**src/hw/ccsr_pkg.sv**
```systemverilog
/*
  Constants, register map and state type for the charger state and status register bank.
  Assumes a 40 MHz reference clock and a host-side serial port that presents decoded accesses.
*/
// Behaviour
// RQ1 - Region 4 current code, bits 14:10, default 31.
// RQ2 - Region 3 current code, bits 9:5, default 31.
// RQ3 - Region 2 current code, bits 4:0, default 15.
// RQ4 - Servo target equals code plus one millivolts.
// RQ5 - Three-bit read/write configuration register, reset one.
// RQ6 - Config bit 2 enables C/x termination.
// RQ7 - Config bit 0 enables temperature-qualified charging.
// RQ8 - Minute timer counts while maximum time nonzero.
// RQ9 - Stop charging when minutes reach maximum time.
// RQ10 - Seconds counter runs during constant-voltage phase.
// RQ11 - Terminate when seconds exceed voltage time limit.
// RQ12 - One-hot thirteen-bit charger phase word, reset 256.
// RQ13 - Exclusive regulation bits, active only while charging.
// RQ14 - Limit alerts flag only enabled sources.
// RQ15 - Alert bits stick until cleared or disabled.
// RQ16 - Writing zero clears that bit only.
// RQ17 - Bit 15 flags telemetry data valid.
// RQ18 - Dropping telemetry enable clears its alert.
// RQ19 - Timers restart on cycle start and entry.
package ccsr_pkg;
  // Clock rate and the one-second timebase derived from it.
  localparam int unsigned CLK_HZ = 40_000_000;
  localparam int unsigned SECOND_TIME_S = 1;
  localparam int unsigned SECOND_CYCLES = CLK_HZ * SECOND_TIME_S;
  localparam int unsigned MINUTE_SECONDS = 60;

  // Command codes of the registers held here.
  localparam logic [7:0] OFS_ICHARGE = 8'h28;
  localparam logic [7:0] OFS_CONFIG = 8'h29;
  localparam logic [7:0] OFS_MINUTES = 8'h30;
  localparam logic [7:0] OFS_CV_SECONDS = 8'h31;
  localparam logic [7:0] OFS_PHASE = 8'h34;
  localparam logic [7:0] OFS_REGULATION = 8'h35;
  localparam logic [7:0] OFS_ALERTS = 8'h36;

  // Field layout and reset values.
  localparam int unsigned ICH_W = 5;
  localparam int unsigned ICH4_LSB = 10;
  localparam int unsigned ICH3_LSB = 5;
  localparam int unsigned ICH2_LSB = 0;
  localparam logic [14:0] ICHARGE_RST = 15'h7FEF;
  localparam logic [2:0] CONFIG_RST = 3'h1;
  localparam int unsigned CFG_CX_BIT = 2;
  localparam int unsigned CFG_TEMP_BIT = 0;
  localparam int unsigned TELEM_BIT = 15;
  localparam logic [12:0] PHASE_RST = 13'h0100;

  // Temperature region numbers.
  localparam logic [2:0] REGION_2 = 3'h2;
  localparam logic [2:0] REGION_3 = 3'h3;
  localparam logic [2:0] REGION_4 = 3'h4;

  // One-hot phase word encodings.
  localparam logic [12:0] PH_DETECT_FAIL = 13'h1000;
  localparam logic [12:0] PH_DETECTING = 13'h0800;
  localparam logic [12:0] PH_SUSPENDED = 13'h0100;
  localparam logic [12:0] PH_PRECHARGE = 13'h0080;
  localparam logic [12:0] PH_MAIN = 13'h0040;
  localparam logic [12:0] PH_THERM_PAUSE = 13'h0020;
  localparam logic [12:0] PH_TIMER_TERM = 13'h0010;
  localparam logic [12:0] PH_CX_TERM = 13'h0008;
  localparam logic [12:0] PH_MAX_TIME = 13'h0004;
  localparam logic [12:0] PH_MISSING = 13'h0002;
  localparam logic [12:0] PH_SHORT = 13'h0001;

  typedef enum logic [3:0] {
    ST_SUSPENDED, ST_DETECTING, ST_DETECT_FAIL, ST_PRECHARGE, ST_MAIN, ST_THERM_PAUSE,
    ST_TIMER_TERM, ST_CX_TERM, ST_MAX_TIME, ST_MISSING, ST_SHORT
  } ccsr_state_t;
endpackage : ccsr_pkg

```
**src/hw/ccsr_charger_regs.sv**
```systemverilog
/*
  Charger state machine, charge timers, region current selection and limit alert register.
  Assumes the serial port logic on ref_clk_i presents one-cycle read and write strobes with
  a command code; analog comparator flags arrive asynchronously and are synchronised here.
*/
`timescale 1ns/1ps
module ccsr_charger_regs import ccsr_pkg::*; #(
  parameter int unsigned SECOND_CYCLES_P = SECOND_CYCLES
) (
  input wire logic ref_clk_i,
  input wire logic rstn_i,
  input wire logic ce_i,
  input wire logic [7:0] reg_addr_i,
  input wire logic [15:0] reg_wdata_i,
  input wire logic reg_wr_i,
  input wire logic reg_rd_i,
  input wire logic [15:0] max_charge_time_i,
  input wire logic [15:0] const_voltage_time_limit_i,
  input wire logic [15:0] alert_enable_i,
  input wire logic [2:0] temp_region_i,
  input wire logic [4:0] base_code_i,
  input wire logic suspend_i,
  input wire logic bat_present_i,
  input wire logic bat_short_i,
  input wire logic detect_fail_i,
  input wire logic detect_done_i,
  input wire logic precharge_done_i,
  input wire logic cv_phase_i,
  input wire logic cx_reached_i,
  input wire logic temp_fault_i,
  input wire logic telemetry_ready_i,
  input wire logic [5:0] regulation_i,
  input wire logic [14:0] limit_event_i,
  output logic [15:0] reg_rdata_o,
  output logic reg_rvalid_o,
  output logic [5:0] battery_sense_resistor_mv_o,
  output logic charging_o
);
  localparam int unsigned SYNC_W = 31;

  logic [SYNC_W-1:0] sync_a;
  logic [SYNC_W-1:0] sync_b;
  logic suspend_s, present_s, short_s, dfail_s, ddone_s, pdone_s;
  logic cv_s, cx_s, tfault_s, telem_s;
  logic [5:0] regulation_s;
  logic [14:0] event_s;
  logic [14:0] icharge;
  logic [2:0] config_bits;
  logic [15:0] charge_minutes;
  logic [15:0] cv_seconds;
  logic [12:0] phase_word;
  logic [5:0] regulation_word;
  logic [15:0] alerts;
  logic [15:0] next_alerts;
  logic [15:0] alert_set;
  logic [15:0] alert_clr;
  ccsr_state_t state;
  ccsr_state_t next_state;
  logic [25:0] tick_cnt;
  logic sec_tick;
  logic [5:0] min_sec_cnt;
  logic cv_run;
  logic cv_run_q;
  logic cycle_start;
  logic charging_st;
  logic maxt_hit, cvt_hit, cx_hit;
  logic [4:0] active_code;
  logic [5:0] next_regulation;
  logic wr_alerts;

  // Two-flop synchronisers; suspend resets high so no false detection follows reset.
  always_ff @(posedge ref_clk_i or negedge rstn_i) begin
    if (!rstn_i) begin
      sync_a <= {{(SYNC_W-1){1'b0}}, 1'b1};
      sync_b <= {{(SYNC_W-1){1'b0}}, 1'b1};
    end else if (ce_i) begin
      sync_a <= {limit_event_i, regulation_i, telemetry_ready_i, temp_fault_i, cx_reached_i,
                 cv_phase_i, precharge_done_i, detect_done_i, detect_fail_i, bat_short_i,
                 bat_present_i, suspend_i};
      sync_b <= sync_a;
    end
  end

  assign {event_s, regulation_s, telem_s, tfault_s, cx_s, cv_s, pdone_s, ddone_s, dfail_s,
          short_s, present_s, suspend_s} = sync_b;

  assign wr_alerts = reg_wr_i && (reg_addr_i == OFS_ALERTS);

  // Writable settings: region current codes and configuration bits.
  always_ff @(posedge ref_clk_i or negedge rstn_i) begin
    if (!rstn_i) begin
      icharge <= ICHARGE_RST;
      config_bits <= CONFIG_RST;
    end else if (ce_i && reg_wr_i) begin
      if (reg_addr_i == OFS_ICHARGE) begin
        icharge <= reg_wdata_i[14:0];
      end else if (reg_addr_i == OFS_CONFIG) begin
        // RQ5 config register write
        config_bits <= reg_wdata_i[2:0];
      end
    end
  end

  // Termination conditions seen while in the main charge state.
  // RQ9 max time reached
  assign maxt_hit = (max_charge_time_i != 16'h0000) && (charge_minutes == max_charge_time_i);
  // RQ11 voltage time exceeded
  assign cvt_hit = cv_s && (cv_seconds > const_voltage_time_limit_i);
  // RQ6 C/x termination enable
  assign cx_hit = config_bits[CFG_CX_BIT] && cv_s && cx_s;

  // Charger sequencing; suspension overrides every state, faults hold until suspended.
  always_comb begin
    next_state = state;
    if (suspend_s) begin
      next_state = ST_SUSPENDED;
    end else begin
      case (state)
        ST_SUSPENDED: next_state = ST_DETECTING;
        ST_DETECTING: begin
          if (dfail_s) next_state = ST_DETECT_FAIL;
          else if (short_s) next_state = ST_SHORT;
          else if (!present_s) next_state = ST_MISSING;
          else if (ddone_s) next_state = ST_PRECHARGE;
        end
        ST_PRECHARGE: begin
          if (maxt_hit) next_state = ST_MAX_TIME;
          else if (pdone_s) next_state = ST_MAIN;
        end
        ST_MAIN: begin
          // RQ7 temperature pause gating
          if (config_bits[CFG_TEMP_BIT] && tfault_s) next_state = ST_THERM_PAUSE;
          else if (maxt_hit) next_state = ST_MAX_TIME;
          else if (cx_hit) next_state = ST_CX_TERM;
          else if (cvt_hit) next_state = ST_TIMER_TERM;
        end
        ST_THERM_PAUSE: begin
          if (!config_bits[CFG_TEMP_BIT] || !tfault_s) next_state = ST_MAIN;
        end
        default: next_state = state;
      endcase
    end
  end

  always_ff @(posedge ref_clk_i or negedge rstn_i) begin
    if (!rstn_i) begin
      state <= ST_SUSPENDED;
    end else if (ce_i) begin
      state <= next_state;
    end
  end

  assign cycle_start = (state == ST_DETECTING) && (next_state == ST_PRECHARGE);
  assign charging_st = (state == ST_PRECHARGE) || (state == ST_MAIN);
  assign cv_run = (state == ST_MAIN) && cv_s;

  // Free-running one-second timebase; a long count, so its length is a parameter.
  always_ff @(posedge ref_clk_i or negedge rstn_i) begin
    if (!rstn_i) begin
      tick_cnt <= '0;
    end else if (ce_i) begin
      if (sec_tick) tick_cnt <= '0;
      else tick_cnt <= tick_cnt + 26'h0000001;
    end
  end

  assign sec_tick = (tick_cnt == 26'(SECOND_CYCLES_P - 1));

  // Charge-cycle minute timer; it holds at zero while no maximum time is set.
  always_ff @(posedge ref_clk_i or negedge rstn_i) begin
    if (!rstn_i) begin
      charge_minutes <= '0;
      min_sec_cnt <= '0;
    end else if (ce_i) begin
      // RQ19 restart on cycle
      if (cycle_start || (max_charge_time_i == 16'h0000)) begin
        charge_minutes <= '0;
        min_sec_cnt <= '0;
      // RQ8 count elapsed minutes
      end else if (sec_tick && (charging_st || state == ST_THERM_PAUSE)) begin
        if (min_sec_cnt == 6'(MINUTE_SECONDS - 1)) begin
          min_sec_cnt <= '0;
          if (charge_minutes != 16'hFFFF) charge_minutes <= charge_minutes + 16'h0001;
        end else begin
          min_sec_cnt <= min_sec_cnt + 6'h01;
        end
      end
    end
  end

  // Constant-voltage second timer; a phase entry restarts it, saturates instead of wrapping.
  always_ff @(posedge ref_clk_i or negedge rstn_i) begin
    if (!rstn_i) begin
      cv_seconds <= '0;
      cv_run_q <= 1'b0;
    end else if (ce_i) begin
      cv_run_q <= cv_run;
      // RQ19 restart on entry
      if (cv_run && !cv_run_q) begin
        cv_seconds <= '0;
      // RQ10 count voltage seconds
      end else if (cv_run && sec_tick && (cv_seconds != 16'hFFFF)) begin
        cv_seconds <= cv_seconds + 16'h0001;
      end
    end
  end

  // Phase word is registered so each read sees exactly one bit set.
  always_ff @(posedge ref_clk_i or negedge rstn_i) begin
    if (!rstn_i) begin
      phase_word <= PHASE_RST;
    end else if (ce_i) begin
      // RQ12 one-hot phase encoding
      case (next_state)
        ST_DETECTING: phase_word <= PH_DETECTING;
        ST_DETECT_FAIL: phase_word <= PH_DETECT_FAIL;
        ST_PRECHARGE: phase_word <= PH_PRECHARGE;
        ST_MAIN: phase_word <= PH_MAIN;
        ST_THERM_PAUSE: phase_word <= PH_THERM_PAUSE;
        ST_TIMER_TERM: phase_word <= PH_TIMER_TERM;
        ST_CX_TERM: phase_word <= PH_CX_TERM;
        ST_MAX_TIME: phase_word <= PH_MAX_TIME;
        ST_MISSING: phase_word <= PH_MISSING;
        ST_SHORT: phase_word <= PH_SHORT;
        default: phase_word <= PH_SUSPENDED;
      endcase
    end
  end

  // Keep only the highest active regulation loop so the bits stay exclusive.
  always_comb begin
    next_regulation = '0;
    for (int i = 0; i < 6; i++) begin
      if (regulation_s[i]) next_regulation = 6'h01 << i;
    end
  end

  always_ff @(posedge ref_clk_i or negedge rstn_i) begin
    if (!rstn_i) begin
      regulation_word <= '0;
    end else if (ce_i) begin
      // RQ13 exclusive, charging only
      regulation_word <= ((next_state == ST_PRECHARGE) || (next_state == ST_MAIN)) ?
                         next_regulation : 6'h00;
    end
  end

  // Alert sources: telemetry valid on the top bit, limit comparators below.
  // RQ17 telemetry valid source
  // RQ14 gate by enables
  assign alert_set = {telem_s, event_s} & alert_enable_i;
  // RQ16 zero-written bits clear
  assign alert_clr = wr_alerts ? ~reg_wdata_i : 16'h0000;
  // RQ15 sticky, set beats clear
  // RQ18 disable clears alert
  assign next_alerts = ((alerts & ~alert_clr) | alert_set) & alert_enable_i;

  always_ff @(posedge ref_clk_i or negedge rstn_i) begin
    if (!rstn_i) begin
      alerts <= '0;
    end else if (ce_i) begin
      alerts <= next_alerts;
    end
  end

  // Current code for the active region while config bit 0 is set; with it clear, or outside regions 2 to 4, the base setting applies.
  always_comb begin
    active_code = base_code_i;
    if (config_bits[CFG_TEMP_BIT]) begin
      // RQ1 region 4 code
      if (temp_region_i == REGION_4) active_code = icharge[ICH4_LSB +: ICH_W];
      // RQ2 region 3 code
      else if (temp_region_i == REGION_3) active_code = icharge[ICH3_LSB +: ICH_W];
      // RQ3 region 2 code
      else if (temp_region_i == REGION_2) active_code = icharge[ICH2_LSB +: ICH_W];
    end
  end

  always_ff @(posedge ref_clk_i or negedge rstn_i) begin
    if (!rstn_i) begin
      battery_sense_resistor_mv_o <= '0;
      charging_o <= 1'b0;
    end else if (ce_i) begin
      // RQ4 code plus one
      battery_sense_resistor_mv_o <= {1'b0, active_code} + 6'h01;
      charging_o <= (next_state == ST_PRECHARGE) || (next_state == ST_MAIN);
    end
  end

  // Read port: data one cycle after the strobe, unmapped codes read zero.
  always_ff @(posedge ref_clk_i or negedge rstn_i) begin
    if (!rstn_i) begin
      reg_rdata_o <= '0;
      reg_rvalid_o <= 1'b0;
    end else if (ce_i) begin
      reg_rvalid_o <= reg_rd_i;
      if (!reg_rd_i) reg_rdata_o <= reg_rdata_o;
      else if (reg_addr_i == OFS_ICHARGE) reg_rdata_o <= {1'b0, icharge};
      else if (reg_addr_i == OFS_CONFIG) reg_rdata_o <= {13'h0000, config_bits};
      else if (reg_addr_i == OFS_MINUTES) reg_rdata_o <= charge_minutes;
      else if (reg_addr_i == OFS_CV_SECONDS) reg_rdata_o <= cv_seconds;
      else if (reg_addr_i == OFS_PHASE) reg_rdata_o <= {3'h0, phase_word};
      else if (reg_addr_i == OFS_REGULATION) reg_rdata_o <= {10'h000, regulation_word};
      else if (reg_addr_i == OFS_ALERTS) reg_rdata_o <= alerts;
      else reg_rdata_o <= 16'h0000;
    end
  end
endmodule : ccsr_charger_regs

```
**config.mk**
```make
export PLATFORM = sky130hd
export DESIGN_NAME = ccsr_charger_regs
export DESIGN_NICKNAME = d
export VERILOG_FILES = /design/src/hw/ccsr_pkg.sv /design/src/hw/ccsr_charger_regs.sv
export SDC_FILE = /design/constraint.sdc
export NUM_CORES = 1
export LEC_CHECK = 0
export BUFFER_PORTS_ARGS = -buffer_cell sky130_fd_sc_hd__buf_2
export CORE_MARGIN = 3
export CORE_UTILIZATION = 59
export CTS_CLUSTER_DIAMETER = 50
export DETAILED_ROUTE_END_ITERATION = 10
export PLACE_DENSITY = 0.81
export SLEW_MARGIN = 20
export SYNTH_ARGS = -nofsm -noshare
export SYNTH_HDL_FRONTEND = slang
export SYNTH_SLANG_ARGS = --single-unit
```
**constraint.sdc**
```tcl
create_clock -name ref_clk_i -period 3.9 [get_ports ref_clk_i]
set_clock_uncertainty 0.2 [all_clocks]
set_input_delay 1.17 -clock ref_clk_i [delete_from_list [all_inputs] [get_ports ref_clk_i]]
set_output_delay 1.17 -clock ref_clk_i [all_outputs]
set_load 0.03 [all_outputs]
```
==> results.toml, run 1 <==
[global_routing]
grt_pass1_wl_um = 46700
overflow = 0
antenna_found_initial = 2
grt_usage_pct = 28.7
grt_max_degree = 129
grt_pass1_vias = 8979

[synthesis]
synthesis.area_sq_um = 10900
synth-seq-area-share_pct = 47.5
ys_types = 73
syn_avg_cell_area_sq_um = 10.2
ys_ff_latch = 206
synth-edff-count = 0
syn_inst = 1071
yosys_warnings = 0
synth_nets = 1208
async_flop_share_pct = 100
synth_flop_cell = "dfrtp_1"

[sta]
rsz0062_at_grt = "false"
max_freq_ghz = 0.292
tightest_slew_ns = 0.862
finalCriticalPeriod_ns = 3.43
period_share_pct = 88.0
slew_headroom_pct = 42.4
finalSetupViolations = 0
drv_slew = 0
hold_viol_final = 0

[detailed_routing]
drc_errors = 0
ant_nets = 0
drt_iter0_markers = 710
routed_wl_um = 28400
num_vias = 8994
vias_per_cell = 6.19
drt-pass1-iter-count = 5
routedWlPerCell_um = 19.6

[power]
comb_power_share_pct = 15.5
p_sw_share_pct = 28.0
vdd_ir_drop_max_mv = 0.403
p_switching_w = 0.00157
power_density_nw_per_um2 = 441
p_leak_nw = 5.69
clockPowerShare_pct = 39.1
seqPwrFrac_pct = 45.4
intPower_w = 0.00403

[clock_network]
clkLatencyLatePin_ns = 0.52
clk_pin_slew_ns = 0.06
hold_buffers = 0
clock_sink_count = 206
postCtsSetupBuffers = 0
cts-root-buf = "clkbuf_16"
h-tree-depth = 1
cts-resized-gates = 0
clockBufferDepth = 3
cts_tree = "done"
cts_inserted_buffers = 24

[placed_design]
numPortBuffers = 139
place_area_sq_um = 11900
hpwl_um = 20600
place.gp.congestion = 0.889

[floorplanning]
io_pins = 140
die_x_um = 142
fp-row-count = 49
start_util_pct = 60.3
fp.dieArea_sq_um = 20100
coreArea_sq_um = 18100
die-height_um = 142

[finish]
drive_gt1_share_pct = 27.5
fin_area_sq_um = 12700
layout.nets = 1342
area_delta_synth_final_pct = 16.5
fin_util_pct = 70.2
fillers = 1339

[critical_path]
r2r_slack_ns = 0.71
cp.required_ns = 4.09
crit_chain = "buf_2, inv_1, ha_1, nand4_1, nor4_1, o21ai_0, and4_1, nor3b_4, a41oi_4, buf_4, a221o_1"
rr_startpoint = "charge_minutes[0]"
cp-start-kind = "primary input"
cp_max_fo = 14
reg2reg_to = "charge_minutes[15]"
slowest_delay_ns = 0.45
endpoint_kind = "register"
critPathLaunch = "const_voltage_time_limit_i[15]"
path_class = "primary input to register"
worstRegToRegCells = 10
arrival_ns = 3.62
critPathSlowestCell = "nor4_1"

[worst_hold_path]
hp-class = "register to register"
hp-start = "tick_cnt[6]"
hold_end = "tick_cnt[6]"
hold_depth = 1

[job]
max-cap-violations = 0

[run_status]
status = "finished, final reports clean"
## final cells by class
cell class                 count  area [sq um]  share of cell area, %
sequential                   206          5180                   40.8
timing repair buffer         163           925                   7.28
clock inverter                 8          66.3                  0.522
multi-input combinational    767          5350                   42.1
clock buffer                  36           727                   5.73
tap                          229           287                   2.26
antenna                        1          2.50                 0.0197
inverter                      43           161                   1.27
## metrics by stage
| stage | TNS, ns | setup WS, ns | hold WS [ns] | power (W) | cells |
|---|---|---|---|---|---|
| 6_report | 0 | 0.470 | 0.278 | 0.00559 | 1453 |
| 5_1_grt | 0 | 0.225 | 0.309 | 0.00585 | 1453 |
| 4_1_cts | 0 | 0.517 | 0.275 | 0.00562 | 1452 |
| 3_5_place_dp | -0.0128 | -0.0128 | 0.260 | 0.00342 | 1408 |
| 3_3_place_gp | 0 | 0.102 | 0.248 | 0.00338 | 1408 |
| 2_1_floorplan | 0 | 0.351 | 0.238 | 0.00307 | 1071 |
## worst max-delay path: cells and delay by family
kind / cells / cell delay (ns)
simple gates: 4 / 1.10
compound gates: 3 / 0.70
fa+ha+maj: 1 / 0.29
buf+inv: 3 / 0.36
## flip-flops by register name, indices dropped and copies added (netlist names)
signal	count
icharge	15
regulation_word	6
phase_word	11
reg_rvalid_o	1
battery_sense_resistor_mv_o	6
charging_o	1
tick_cnt	26
cv_run_q	1
config_bits	3
state	4
reg_rdata_o	16
charge_minutes	16
min_sec_cnt	6
cv_seconds	16
sync_b	31
alerts	16
sync_a	31
## power by group through the flow
| stage | clock network (W) | logic (W) | registers, W |
|---|---|---|---|
| after global placement | 0 | 0.000827 | 0.00256 |
| after global routing | 0.00232 | 0.000966 | 0.00256 |
| after detailed placement | 0 | 0.000853 | 0.00257 |
| after CTS | 0.00222 | 0.000864 | 0.00253 |
| after floorplan | 0 | 0.000562 | 0.00251 |
| final | 0.00219 | 0.000867 | 0.00254 |
## cells in the mapped netlist (4+ instances only)
library cell | number | area [sq um]
nand2_1 | 108 | 405
nor2_1 | 78 | 293
inv_1 | 42 | 158
and2_1 | 9 | 56.3
o2bb2ai_1 | 7 | 61.3
clkbuf_1 | 38 | 143
nand4b_1 | 4 | 35.0
o211ai_1 | 12 | 90.1
nand3_1 | 42 | 210
nor3b_1 | 4 | 30.0
and3_1 | 17 | 106
o221ai_1 | 5 | 43.8
nand4_1 | 19 | 119
buf_1 | 12 | 45.0
or3_1 | 9 | 56.3
o21ai_0 | 76 | 380
dfstp_2 | 18 | 473
xor2_1 | 22 | 193
ha_1 | 21 | 263
nor4_1 | 14 | 87.6
or2_2 | 4 | 25.0
a211oi_1 | 4 | 30.0
xnor2_1 | 32 | 280
a21oi_1 | 29 | 145
mux2_2 | 92 | 1040
mux2i_1 | 19 | 190
a31oi_1 | 10 | 62.6
nor2b_1 | 9 | 56.3
nor3_1 | 10 | 50.1
a32o_1 | 21 | 210
a22oi_1 | 13 | 97.6
nand2b_1 | 9 | 56.3
a21o_1 | 5 | 37.5
o31ai_1 | 5 | 37.5
dfrtp_1 | 188 | 4700
a221oi_1 | 8 | 70.1
## kinds of logic after synthesis
logic type	Yosys count	share of synthesized area [%]
simple gates	363	17.2
compound gates	218	13.8
flops	206	47.5
mux	111	11.2
buf+inv	98	3.45
xor+xnor	54	4.34
fa+ha+maj	21	2.41
## placed cells by master (no fill, tap or decap), types with 14 or more instances in the layout
master	count
a32o_1	21
inv_1	42
nand3_1	42
and3_1	17
nor2_1	78
dfstp_2	18
a21oi_1	29
clkbuf_16	25
nand2_1	108
xnor2_1	32
buf_2	137
o21ai_0	76
ha_1	21
mux2_2	92
nor4_1	14
mux2i_1	19
xor2_1	22
buf_4	22
dfrtp_1	188
nand4_1	19
## per-layer routing
metal / track usage (%) / wire length [um] / up-vias
li1: - / - / 4156
met1: 39.2 / 11800 / 4354
met2: 44.6 / 13100 / 395
met3: 6.27 / 2380 / 87
met4: 12.7 / 1200 / 2
met5: 0 / 11 / -
## how the worst max path moves through the flow
| stage | end | slack [ns] | depth (start not counted) |
|---|---|---|---|
| 2_1_floorplan | charge_minutes[11] | 0.35 | 11 |
| 3_3_place_gp | charge_minutes[15] | 0.10 | 11 |
| 3_5_place_dp | charge_minutes[15] | -0.01 | 11 |
| 4_1_cts | charge_minutes[15] | 0.52 | 11 |
| 5_1_grt | charge_minutes[11] | 0.23 | 12 |
| 6_report | charge_minutes[15] | 0.47 | 11 |
(Power assumes the default switching activity.)
==> run 2, diff against run 1 <==
--- a/config.mk
+++ b/config.mk
@@ -11,6 +11,7 @@
 export CTS_CLUSTER_DIAMETER = 50
 export DETAILED_ROUTE_END_ITERATION = 10
 export PLACE_DENSITY = 0.81
+export REMOVE_ABC_BUFFERS = 1
 export SLEW_MARGIN = 20
 export SYNTH_ARGS = -nofsm -noshare
 export SYNTH_HDL_FRONTEND = slang
==> run 2 against run 1 <==
Against the previous run: count of clock-buffer cells in the layout did not move; critical endpoint is now charge_minutes[1]; critical path depth did not move; core utilization rose by 0.44 points; power rose by 3.0%; non-clock buffer count rose by 3; cell count barely moved; clock power rose by 8%; first-iteration DRC count rose by 13%; sequential power barely moved.
==> results.toml, run 2 (synthesis gave the netlist of run 1 again) <==
[floorplanning]
die_x_um = 142
coreArea_sq_um = 18100
die-height_um = 142
fp.dieArea_sq_um = 20100
start_util_pct = 60.3
fp-row-count = 49
io_pins = 140

[finish]
drive_gt1_share_pct = 27.7
regArea_sq_um = 5180
final_common_cell = "dfrtp_1"
layout.nets = 1345
final_cell_mix = "dfrtp_1 (188), buf_2 (137), nand2_1 (108)"
fillers = 1351
stdcell_count = 1454
multiInputGateArea_sq_um = 5350
reg_top3 = "sync_a: 31 flops, sync_b: 31 flops, tick_cnt: 26 flops"
area_delta_synth_final_pct = 17.2
antenna_cells = 0

[sta]
max_freq_ghz = 0.290
finalCriticalPeriod_ns = 3.45
tightest_slew_ns = 0.802
rsz0062_at_grt = "false"
period_share_pct = 88.5
hold-worst-slack_ns = 0.273
hold_viol_final = 0
slew_headroom_pct = 46.5
finalSetupViolations = 0
drv_slew = 0

[critical_path]
cp_max_fo = 11
path_class = "primary input to register"
cp-start-kind = "primary input"
slowest_delay_ns = 0.42
critPathLaunch = "const_voltage_time_limit_i[15]"
arrival_ns = 3.65
cp.required_ns = 4.10
rr_startpoint = "cv_seconds[15]"
endpoint_kind = "register"
critPathSlowestCell = "nor4_1"
crit_chain = "buf_2, inv_1, ha_1, nand4_1, nor4_1, o21ai_0, and4_1, nor3b_4, a41oi_4, nand2b_1, a32o_1"

[detailed_routing]
drt_iter0_markers = 800
routedWlPerCell_um = 19.2
drt-pass1-iter-count = 5
drc_errors = 0
ant_nets = 0
vias_per_cell = 6.19
num_vias = 9003
routed_wl_um = 27900

[global_routing]
grt_max_degree = 131
grt_pass1_wl_um = 45600
grt_pass1_vias = 9107
overflow = 0
grt_usage_pct = 27.9
antenna_found_initial = 0

[worst_hold_path]
hp-class = "register to register"
hp-start = "tick_cnt[6]"

[power]
p_leak_nw = 5.73
vdd_ir_drop_max_mv = 0.363
power_density_nw_per_um2 = 451
power_w = 0.00576

[clock_network]
clock_sink_count = 206
cts-resized-gates = 0
cts_tree = "done"
hold_buffers = 0
postCtsSetupBuffers = 0
clockBufferDepth = 3
cts_inserted_buffers = 24
clk_pin_slew_ns = 0.06
clkLatencyLatePin_ns = 0.52
h-tree-depth = 1
cts-root-buf = "clkbuf_16"

[placed_design]
place.gp.congestion = 0.962
hpwl_um = 19900
numPortBuffers = 139
placedCellCount = 1411

[job]
max-cap-violations = 0

[run_status]
status = "finished, final reports clean"
## run 2: final timing paths
| kind | endpoint | slack, ns | depth (start not counted) |
|---|---|---|---|
| max | charge_minutes[1] | 0.45 | 11 |
| min | tick_cnt[6] | 0.27 | 1 |
| max reg2reg | charge_minutes[1] | 0.71 | 9 |
| min reg2reg | tick_cnt[6] | 0.27 | 1 |
| max in group asynchronous | icharge[14] | 2.29 | 2 |
| min in group asynchronous | tick_cnt[14] | 0.40 | 1 |
## run 2: area by class of cell
cell class | instances | share of cell area [%]
clock inverter | 7 | 0.911
timing repair buffer | 166 | 7.41
clock buffer | 36 | 5.77
sequential | 206 | 40.5
multi-input combinational | 767 | 41.9
inverter | 43 | 1.26
tap | 229 | 2.24
## run 2: worst max-delay path: cells and delay by family
family	cells	cell delay, ns
AOI/OAI and AO/OA	3	0.74
adders and majority gates	1	0.30
buffers and inverters	2	0.10
and+or+nand+nor	5	1.33
## run 2: metal layers
layer  vias to the layer above  wire [um]  GRT usage (%)
li1                       4145          -              -
met4                         2        806           9.44
met5                         -         59           2.15
met1                      4411      11200           36.8
met2                       377      13500           46.0
met3                        68       2330           6.03
## run 2: through the flow
stage	setup TNS [ns]	worst slack [ns]	area, sq um	utilization (%)
global route	0	0.272	12800	70.6
floorplan	0	0.166	10700	-
finish	0	0.449	12800	70.6
detailed placement	-0.0292	-0.0142	11900	65.9
global placement	0	0.0456	11900	65.9
CTS	0	0.496	12800	70.6
## run 2: power breakdown
group | switching, W | internal, W
clock network | 0.000869 | 0.00150
registers | 0.000193 | 0.00234
logic | 0.000472 | 0.000391
total | 0.00153 | 0.00423
==> run 3, diff against run 2 <==
--- a/config.mk
+++ b/config.mk
@@ -7,10 +7,10 @@
 export LEC_CHECK = 0
 export BUFFER_PORTS_ARGS = -buffer_cell sky130_fd_sc_hd__buf_2
 export CORE_MARGIN = 3
-export CORE_UTILIZATION = 59
+export CORE_UTILIZATION = 58
 export CTS_CLUSTER_DIAMETER = 50
 export DETAILED_ROUTE_END_ITERATION = 10
-export PLACE_DENSITY = 0.81
+export PLACE_DENSITY = 0.8
 export REMOVE_ABC_BUFFERS = 1
 export SLEW_MARGIN = 20
 export SYNTH_ARGS = -nofsm -noshare
==> run 3 against run 2 <==
Against the previous run: register-to-register slack got worse by 0.12 ns; worst setup slack got worse by 0.077 ns; routed wire length rose by 0.50%; clock power rose by 3%; sequential power barely moved; cell count rose by 0.34%; hold slack improved by 0.0046 ns; sequential share of layout area fell by 0.083 points; first-iteration DRC count rose by 5.3%; largest cell class unchanged.
==> results.toml, run 3 (synthesis gave the netlist of run 1 again) <==
[run_status]
status = "finished, final reports clean"

[critical_path]
slowest_delay_ns = 0.50
worstRegToRegCells = 10
cp-start-kind = "primary input"
rr_startpoint = "charge_minutes[1]"
cp_top_family = "simple AND/OR/NAND/NOR gates"
cp.depth = 11
critPathBufInv = 2
r2r_slack_ns = 0.59
arrival_ns = 3.72
crit_chain = "buf_2, inv_1, ha_1, nand4_1, nor4_1, o21ai_0, and4_1, nor3b_4, a41oi_4, nand2b_1, a32o_1"
endpoint_kind = "register"
reg2reg_to = "charge_minutes[6]"
cp.required_ns = 4.09
critPathSlowestCell = "nor4_1"
critPathLaunch = "const_voltage_time_limit_i[15]"
cp_max_fo = 10
path_class = "primary input to register"
crit_path_end = "charge_minutes[1]"

[clock_network]
h-tree-depth = 1
clk_pin_slew_ns = 0.06
clkLatencyLatePin_ns = 0.52
cts-root-buf = "clkbuf_16"
postCtsSetupBuffers = 0
cts_inserted_buffers = 25
clock_sink_count = 206
hold_buffers = 0
cts-resized-gates = 0
clockBufferDepth = 3
cts_tree = "done"

[sta]
period_share_pct = 90.4
rsz0062_at_grt = "false"
hold-worst-slack_ns = 0.278
hold_viol_final = 0
finalSetupViolations = 0
drv_slew = 0
finalCriticalPeriod_ns = 3.53
max_freq_ghz = 0.283
slew_headroom_pct = 55.1
tightest_slew_ns = 0.667
fin_setup_tns_ns = 0

[finish]
drive_gt1_share_pct = 27.6
regArea_sq_um = 5180
fillers = 1375
multiInputGateArea_sq_um = 5350
reg_top3 = "sync_a: 31 flops, sync_b: 31 flops, tick_cnt: 26 flops"
final_common_cell = "dfrtp_1"
area_delta_synth_final_pct = 17.5
layout.nets = 1348
stdcell_count = 1459
final_cell_mix = "dfrtp_1 (188), buf_2 (137), nand2_1 (108)"
fin_area_sq_um = 12800

[placed_design]
hpwl_um = 19900
placedCellCount = 1413
place.gp.congestion = 0.936
place_area_sq_um = 11900
numPortBuffers = 139

[detailed_routing]
num_vias = 8954
drt_iter0_markers = 842
vias_per_cell = 6.14
routedWlPerCell_um = 19.2
ant_nets = 0
routed_wl_um = 28000
drt-pass1-iter-count = 5
drc_errors = 0

[floorplanning]
start_util_pct = 59.9
coreArea_sq_um = 18200
io_pins = 140
fp.dieArea_sq_um = 20500
die-height_um = 143
fp-row-count = 49
die_x_um = 143

[power]
p_leak_nw = 5.73
power_density_nw_per_um2 = 455
vdd_ir_drop_max_mv = 0.413

[job]
max-cap-violations = 0

[global_routing]
grt_pass1_wl_um = 45500
antenna_found_initial = 1
overflow = 0
grt_usage_pct = 27.6
grt_pass1_vias = 8957
grt_max_degree = 131

[worst_hold_path]
hp-class = "register to register"
==> run 3: cell count changes in the layout (fill, tap and decap cells not counted), sizes merged <==
cell and delta:
buf +2, clkinvlp +1, diode +1, clkbuf -2, inv +1, bufinv +2
==> run 3: worst min-delay path, cell delays in order, from the launching register on <==
cell     delay [ns]
dfrtp_1        0.35
nand2_1        0.05
nand2_1        0.05
==> run 3: worst min path at each step <==
| stage | slack [ns] | from | cells past startpoint | end |
|---|---|---|---|---|
| after floorplan | 0.24 | phase_word[2] | 2 | phase_word[2] |
| after global placement | 0.26 | reg_rdata_o[3] | 2 | reg_rdata_o[3] |
| after detailed placement | 0.27 | phase_word[2] | 2 | phase_word[2] |
| after CTS | 0.28 | phase_word[2] | 2 | phase_word[2] |
| after global routing | 0.30 | tick_cnt[6] | 1 | tick_cnt[6] |
| final | 0.28 | phase_word[2] | 2 | phase_word[2] |
==> run 3: routing by layer <==
| layer | track usage (%) | wire, um |
|---|---|---|
| met1 | 37.5 | 11500 |
| met3 | 5.39 | 2290 |
| met5 | 0 | 0 |
| met4 | 9.45 | 1020 |
| met2 | 44.8 | 13300 |
==> run 3: cell type report <==
class	count	area share, %
multi-input cells	767	41.8
repair buffers	168	7.51
diodes	1	0.0195
well taps	229	2.24
flip-flops and latches	206	40.4
clock buffers	34	5.23
inverters	43	1.26
clock inverters	11	1.50
==> run 3: report_power, final <==
group	switching [W]	internal, W	total, W	leakage, nW
Sequential	0.000191	0.00234	0.00253	2.62
Combinational	0.000463	0.000391	0.000853	2.70
Clock	0.000900	0.00154	0.00244	0.412
==> run 3: per-stage QoR <==
stage / power (W) / setup slack, ns / utilization (%)
2_1_floorplan: 0.00303 / 0.166 / -
3_3_place_gp: 0.00337 / 0.0237 / 65.6
4_1_cts: 0.00584 / 0.436 / 70.3
5_1_grt: 0.00606 / 0.231 / 70.3
3_5_place_dp: 0.00341 / -0.0558 / 65.6
6_report: 0.00582 / 0.373 / 70.3
